<file path="src/src_cal_pkg.sv">
package src_cal_pkg;
	// Register offsets (serial register port byte addresses)
	localparam logic [14:0] REG_ENABLE = 15'h02B0;
	localparam logic [14:0] REG_CONFIG = 15'h02B1;
	localparam logic [14:0] REG_STATUS_0 = 15'h02B2;
	localparam logic [14:0] REG_STATUS_1 = 15'h02B3;
	localparam logic [14:0] REG_STATUS_2 = 15'h02B4;
	localparam logic [14:0] REG_DELAY_0 = 15'h02B5;
	localparam logic [14:0] REG_DELAY_1 = 15'h02B6;
	localparam logic [14:0] REG_DELAY_2 = 15'h02B7;
	// Reset values
	localparam logic [7:0] CONFIG_RST = 8'h05;
	localparam logic [23:0] DELAY_RST = 24'h000000;
	// Field positions
	localparam int AVG_LSB = 2;
	localparam int LEN_LSB = 0;
	localparam int DONE_BIT = 17;
	localparam int RESULT_W = 17;
	localparam int INV_BIT = 16;
	// Calibration timing: 256 * 19 * 4 * (avg + len + 2) cycles at most
	localparam int CAL_BASE = 256 * 19 * 4;
	localparam int CAL_OFFS = 2;
	localparam int SHIFT_STEP = 2;
	localparam int BASE_LOG = 2;
	// Longest supported reference period per length code, in clock cycles
	localparam int PERIOD_MAX_0 = 85;
	localparam int PERIOD_MAX_1 = 1100;
	localparam int PERIOD_MAX_2 = 5200;
	localparam int PERIOD_MAX_3 = 21580;
	typedef enum logic [1:0] {SC_IDLE, SC_RUN, SC_DONE} src_state_t;
endpackage : src_cal_pkg

</file>
<file path="src/src_cal_ctrl.sv">
`timescale 1ns/1ps
module src_cal_ctrl
	import src_cal_pkg::*;
#(
	parameter int CNT_W = 24
) (
	// Clock and reset
	input wire logic i_core_clk,
	input wire logic i_rst,
	// Register port
	input wire logic i_reg_wr,
	input wire logic i_reg_rd,
	input wire logic [14:0] i_reg_addr,
	input wire logic [7:0] i_reg_wdata,
	output logic [7:0] o_reg_rdata,
	// Reference timing measurement
	input wire logic i_sysref_edge,
	input wire logic [RESULT_W-1:0] i_meas_result,
	// Delay control and status
	output logic [RESULT_W-1:0] o_delay_setting,
	output logic o_cal_busy,
	output logic o_period_fault
);

	////////////////////////////////////////////////////////////////////////////
	// Decode
	function automatic logic [CNT_W-1:0] cal_len(input logic [1:0] avg, input logic [1:0] len);
		logic [31:0] t;
		// One less than the bound: the edge into done is the last run cycle
		t = CAL_BASE * (32'(avg) + 32'(len) + CAL_OFFS) - 32'h1;
		cal_len = t[CNT_W-1:0];
	endfunction : cal_len

	function automatic logic [31:0] period_max(input logic [1:0] len);
		unique case (len)
			2'h0: period_max = PERIOD_MAX_0;
			2'h1: period_max = PERIOD_MAX_1;
			2'h2: period_max = PERIOD_MAX_2;
			2'h3: period_max = PERIOD_MAX_3;
		endcase
	endfunction : period_max

	// Four raised to one more than the code: 4, 16, 64 or 256
	function automatic logic [31:0] pow4_step(input logic [1:0] code);
		pow4_step = 32'h1 << (BASE_LOG + SHIFT_STEP * int'(code));
	endfunction : pow4_step

	////////////////////////////////////////////////////////////////////////////
	// State
	logic enable_ff, nxt_enable;
	logic [7:0] config_ff, nxt_config;
	logic [23:0] delay_ff, nxt_delay;
	logic [RESULT_W-1:0] result_ff, nxt_result;
	src_state_t state_ff, nxt_state;
	logic [CNT_W-1:0] cnt_ff, nxt_cnt;
	logic [31:0] per_ff, nxt_per;
	logic [31:0] acyc_ff, nxt_acyc;
	logic [31:0] anum_ff, nxt_anum;
	logic [RESULT_W-1:0] meas_ff, nxt_meas;
	logic fault_ff, nxt_fault;
	logic [7:0] rdata_ff, nxt_rdata;
	logic [1:0] avg_sel, len_sel;
	logic [23:0] status;

	assign avg_sel = config_ff[AVG_LSB+1:AVG_LSB];
	assign len_sel = config_ff[LEN_LSB+1:LEN_LSB];
	// Status word: complete flag above result
	assign status = {6'h00, state_ff == SC_DONE && enable_ff, result_ff};

	always_comb begin
		nxt_enable = enable_ff;
		nxt_config = config_ff;
		nxt_delay = delay_ff;
		nxt_result = result_ff;
		nxt_state = state_ff;
		nxt_cnt = cnt_ff;
		nxt_per = per_ff;
		nxt_acyc = acyc_ff;
		nxt_anum = anum_ff;
		nxt_meas = meas_ff;
		nxt_fault = fault_ff;
		nxt_rdata = rdata_ff;
		if (i_reg_wr) begin
			// Status has no write path
			unique case (i_reg_addr)
				REG_ENABLE: nxt_enable = i_reg_wdata[0];
				REG_CONFIG: nxt_config = {4'h0, i_reg_wdata[3:0]};
				REG_DELAY_0: nxt_delay[7:0] = i_reg_wdata;
				REG_DELAY_1: nxt_delay[15:8] = i_reg_wdata;
				REG_DELAY_2: nxt_delay[23:16] = {7'h00, i_reg_wdata[0]};
				default: ;
			endcase
		end
		if (i_reg_rd) begin
			unique case (i_reg_addr)
				REG_ENABLE: nxt_rdata = {7'h00, enable_ff};
				REG_CONFIG: nxt_rdata = config_ff;
				REG_STATUS_0: nxt_rdata = status[7:0];
				REG_STATUS_1: nxt_rdata = status[15:8];
				REG_STATUS_2: nxt_rdata = status[23:16];
				REG_DELAY_0: nxt_rdata = delay_ff[7:0];
				REG_DELAY_1: nxt_rdata = delay_ff[15:8];
				REG_DELAY_2: nxt_rdata = delay_ff[23:16];
				default: nxt_rdata = 8'h00;
			endcase
		end
		// Accumulation sequencer: one measurement is a run of accumulations
		if (state_ff == SC_RUN) begin
			if (acyc_ff > 32'h1) begin
				nxt_acyc = acyc_ff - 32'h1;
			end else begin
				nxt_acyc = pow4_step(len_sel);
				if (anum_ff > 32'h1) begin
					nxt_anum = anum_ff - 32'h1;
				end else begin
					// Measurement complete: keep its result for the end of the run
					nxt_anum = pow4_step(avg_sel);
					nxt_meas = i_meas_result;
				end
			end
		end
		// Reference period watch against the selected length code
		if (state_ff == SC_RUN) begin
			if (i_sysref_edge) begin
				nxt_per = 32'h0;
			end else if (per_ff != 32'hFFFFFFFF) begin
				nxt_per = per_ff + 32'h1;
			end
			if (per_ff > period_max(len_sel)) begin
				nxt_fault = 1'b1;
			end
		end
		unique case (state_ff)
			SC_IDLE: begin
				if (nxt_enable && !enable_ff) begin
					nxt_state = SC_RUN;
					// Accumulation count x length steps stays within the time bound
					nxt_cnt = cal_len(avg_sel, len_sel);
					nxt_acyc = pow4_step(len_sel);
					nxt_anum = pow4_step(avg_sel);
					nxt_per = 32'h0;
					nxt_fault = 1'b0;
				end
			end
			SC_RUN: begin
				if (!nxt_enable) begin
					nxt_state = SC_IDLE;
				end else if (cnt_ff == '0) begin
					nxt_state = SC_DONE;
					nxt_result = nxt_meas;
				end else begin
					nxt_cnt = cnt_ff - CNT_W'(1);
				end
			end
			SC_DONE: begin
				if (!nxt_enable) begin
					nxt_state = SC_IDLE;
				end
			end
			default: nxt_state = SC_IDLE;
		endcase
		// Fresh rising edge restarts and drops the flag
		if (state_ff != SC_IDLE && nxt_enable && !enable_ff) begin
			nxt_state = SC_RUN;
			nxt_cnt = cal_len(avg_sel, len_sel);
			nxt_acyc = pow4_step(len_sel);
			nxt_anum = pow4_step(avg_sel);
			nxt_per = 32'h0;
			nxt_fault = 1'b0;
		end
	end

	always_ff @(posedge i_core_clk or posedge i_rst) begin
		if (i_rst) begin
			enable_ff <= 1'b0;
			config_ff <= CONFIG_RST;
			delay_ff <= DELAY_RST;
			result_ff <= '0;
			state_ff <= SC_IDLE;
			cnt_ff <= '0;
			per_ff <= 32'h0;
			acyc_ff <= '0;
			anum_ff <= '0;
			meas_ff <= '0;
			fault_ff <= 1'b0;
			rdata_ff <= 8'h00;
		end else begin
			enable_ff <= nxt_enable;
			config_ff <= nxt_config;
			delay_ff <= nxt_delay;
			result_ff <= nxt_result;
			state_ff <= nxt_state;
			cnt_ff <= nxt_cnt;
			per_ff <= nxt_per;
			acyc_ff <= nxt_acyc;
			anum_ff <= nxt_anum;
			meas_ff <= nxt_meas;
			fault_ff <= nxt_fault;
			rdata_ff <= nxt_rdata;
		end
	end

	////////////////////////////////////////////////////////////////////////////
	// Outputs
	assign o_reg_rdata = rdata_ff;
	// Manual delay ignored while enabled
	assign o_delay_setting = enable_ff ? result_ff : delay_ff[RESULT_W-1:0];
	assign o_cal_busy = state_ff == SC_RUN;
	assign o_period_fault = fault_ff;

endmodule : src_cal_ctrl

</file>
<file path="config.mk">
export PLATFORM = sky130hd
export DESIGN_NAME = src_cal_ctrl
export DESIGN_NICKNAME = d
export VERILOG_FILES = /design/src/src_cal_pkg.sv /design/src/src_cal_ctrl.sv
export SDC_FILE = /design/constraint.sdc
export NUM_CORES = 1
export LEC_CHECK = 0
export BUFFER_PORTS_ARGS = -buffer_cell sky130_fd_sc_hd__buf_2
export CORE_UTILIZATION = 45
export CTS_CLUSTER_SIZE = 24
export DETAILED_ROUTE_END_ITERATION = 12
export GPL_TIMING_DRIVEN = 0
export PLACE_DENSITY = 0.66
export SETUP_SLACK_MARGIN = 0.05
export SYNTH_ARGS = -nofsm -noshare
export SYNTH_HDL_FRONTEND = slang
export SYNTH_SLANG_ARGS = --single-unit
export TNS_END_PERCENT = 5
</file>
<file path="constraint.sdc">
create_clock -name i_core_clk -period 6.2 [get_ports i_core_clk]
set_input_delay 0.31 -clock i_core_clk [delete_from_list [all_inputs] [get_ports i_core_clk]]
set_output_delay 0.31 -clock i_core_clk [all_outputs]
set_load 0.01 [all_outputs]
</file>
==> results.ini <==
[clock_tree]
post_cts_resized=0
clk_path_buf_depth=2
clock_latency_ns=0.45
cts_made_buffers=17
clock-sinks=187
cts_tree=built
cts_root_buf=clkbuf_16
clkTransAtPathRegs_ns=0.09
h-tree-depth=4

[critical_path]
reg2reg_from=config_ff[1]
cp-start-kind=flop
startpoint=config_ff[1]
crit_type=flop to flop
end_kind=flop
required_ns=6.54
crit_fanout=7
crit_arrival_ns=4.31

[yosys]
syn-cell-area_um2=10600
yosys.area.top_type_share_pct=43.7
synth_top_family_by_area=simple AND/OR/NAND/NOR gates
yosys.area_share.xor_xnor_pct=5.96
synth_compound_gate_area_share_pct=12.2
synthMuxAreaShare_pct=8.70
ys_ff_latch=187
async_flop_share_pct=100
synthTopCellsByArea=dfrtp_1 44%, mux2_2 7.4%, xnor2_1 4.5%, nor2_1 4.3%, ha_1 3.3%
synth_edf_count=0
seq_area_frac_synth_pct=44.2
synth.avg_cell_area_um2=9.79
syn_nets=1156
synth-adder-area-share_pct=3.50
yosysWarningCount=0
synthSimpleGateAreaFrac_pct=21.6
synth_cells=1082
ys.flop_type=dfrtp_1
yosysTopAreaCell=dfrtp_1
synth.distinct_cells=74

[timing]
clock.fmax_mhz=252
tightestPinTransition_ns=1.21
whs_ns=0.101
rsz0062_at_grt=no
skew_ns=0.0164
slew_viol_final=0
post-route-min-period_ns=3.97
period_share_pct=64.0
setup_viol=0
fin_ws_ns=2.23
finalHoldViolCount=0
relSlewSlack_pct=18.4

[hold_path]
hold_path_startpoint=i_meas_result[5]
hold_class=primary input to flop

[floorplan]
core_region_area_um2=22800
dieArea_um2=24100
start_util_pct=46.3
die_w_um=155
die_h_um=155
row_count=55
pin_count=72

[place]
gp_congestion=0.832
numPortBuffers=68
hpwl_um=18000
dp_slack_ns=2.24

[drt]
dr.pass1.iters=5
viasPerCell=5.68
num_vias=8511
drt_wl_total_um=25400
postRouteAntennaNets=0
wl_per_cell_um=16.9
drc=0
drtIter0Drc=662

[grt]
antenna_found_initial=0
first_global_vias=8304
busiest_layer=met2
track_usage_pct=22.1
grt_pass1_wl_um=42500
grt_overflow=0
grt_max_degree=117
grt_use_met1_pct=30.8
grt_use_met2_pct=35.6
grt_use_met3_pct=3.59

[power_and_ir_drop]
p_leak_nw=5.42
peakVddDrop_mv=0.173
p_per_area_nw_per_um2=211

[finish]
mostFrequentLayoutCells=185 x dfrtp_1, 120 x nor2_1, 73 x buf_2, 70 x mux2_2, 60 x nand2_1
diodes=0
nFillCells=2118
layout.nets=1246
drive_gt1_share_pct=18.8
final_common_cell=dfrtp_1
syn2layout_area_growth_pct=13.7

[outcome]
status=complete, no violations

[job]
cap_violations=0

## where the power goes
| group | switching (W) | internal [W] | leakage (nW) |
|---|---|---|---|
| logic | 0.0000676 | 0.0000337 | 2.76 |
| clock network | 0.000620 | 0.000581 | 0.318 |
| registers | 0.00000679 | 0.00123 | 2.34 |
## sequential cells by signal (all words and copies together), names as in the netlist
| name | cells |
|---|---|
| acyc_ff | 32 |
| anum_ff | 32 |
| per_ff | 32 |
| cnt_ff | 24 |
| delay_ff | 17 |
| meas_ff | 17 |
| result_ff | 17 |
| o_reg_rdata | 8 |
| config_ff | 4 |
| state_ff | 2 |
| enable_ff | 1 |
| o_period_fault | 1 |
## synth_stat cells (5+ instances only)
cell type,instances
a21oi_1,47
or4_1,16
or2_2,16
mux2_2,70
a31o_2,5
o22ai_1,10
nor3_1,52
o21ai_0,33
ha_1,28
nand3_1,21
or3_1,24
nor4_1,34
mux2i_1,11
nor4_4,5
buf_1,8
a31oi_1,29
xor2_1,18
dfrtp_1,185
clkbuf_1,30
nand2b_1,13
buf_2,5
a21boi_0,5
nand2_1,60
nand4_1,17
nor2_1,120
and3_1,6
o22a_1,5
a211oi_1,5
and2_1,6
a21o_1,16
xnor2_1,54
inv_1,43
## per-layer routing
| layer | wire length, um | vias up |
|---|---|---|
| met1 | 12100 | 4199 |
| li1 | - | 4111 |
| met2 | 11900 | 170 |
| met5 | 0 | - |
| met3 | 948 | 31 |
| met4 | 362 | 0 |
## logic make-up after synthesis
family / after synthesis
XOR/XNOR: 72
AO/OA/AOI/OAI: 197
multiplexers: 83
buffers and inverters: 92
flip-flops: 187
adder cells (fa/ha/maj): 29
AND/OR/NAND/NOR: 422
## critical path, cell delays in order, from the launching register on
cell and delay (ns):
dfrtp_1 0.50, inv_1 0.20, ha_1 0.31, inv_1 0.04, ha_1 0.21, ha_1 0.39
ha_1 0.24, ha_1 0.17, ha_1 0.32, a31oi_1 0.41, xnor2_1 0.27, nor3_1 0.09
a21oi_1 0.41, a31oi_1 0.08, o22a_1 0.21
## per-stage QoR
step	utilization (%)	power (W)	cell area, um^2	instances	setup TNS [ns]
finish	52.7	0.00254	12000	1498	0
global route	52.7	0.00263	12000	1498	0
CTS	52.7	0.00257	12000	1497	0
detailed placement	49.7	0.00136	11400	1464	0
global placement	49.5	0.00136	11300	1463	-271.52
floorplan	-	0.00132	10600	1082	0
## repair_timing
action / 4_1_cts / 5_1_grt
hold buffers: 1 / 0
setup endpoints to repair: 0 / 0
buffers inserted: 0 / 0
endpoints found under the hold margin: 71 / 0
## final timing paths
check	to	cells past startpoint	slack, ns
min in group asynchronous	anum_ff[24]	3	0.44
setup reg to reg	cnt_ff[23]	14	2.23
hold / removal	meas_ff[5]	2	0.10
max in group asynchronous	cnt_ff[3]	4	4.80
hold reg to reg	anum_ff[25]	1	0.48
setup / recovery	cnt_ff[23]	14	2.23
## area by class of cell
class                           count  area, um^2  area share, %
Timing Repair Buffer               71         383           3.18
Clock inverter                     15         239           1.98
Buffer                             48         233           1.93
Sequential cell                   187        4680           38.9
Inverter                           44         173           1.43
Multi-Input combinational cell    803        5510           45.8
Tap cell                          313         392           3.25
Clock buffer                       17         425           3.53
(Power assumes the default switching activity.)
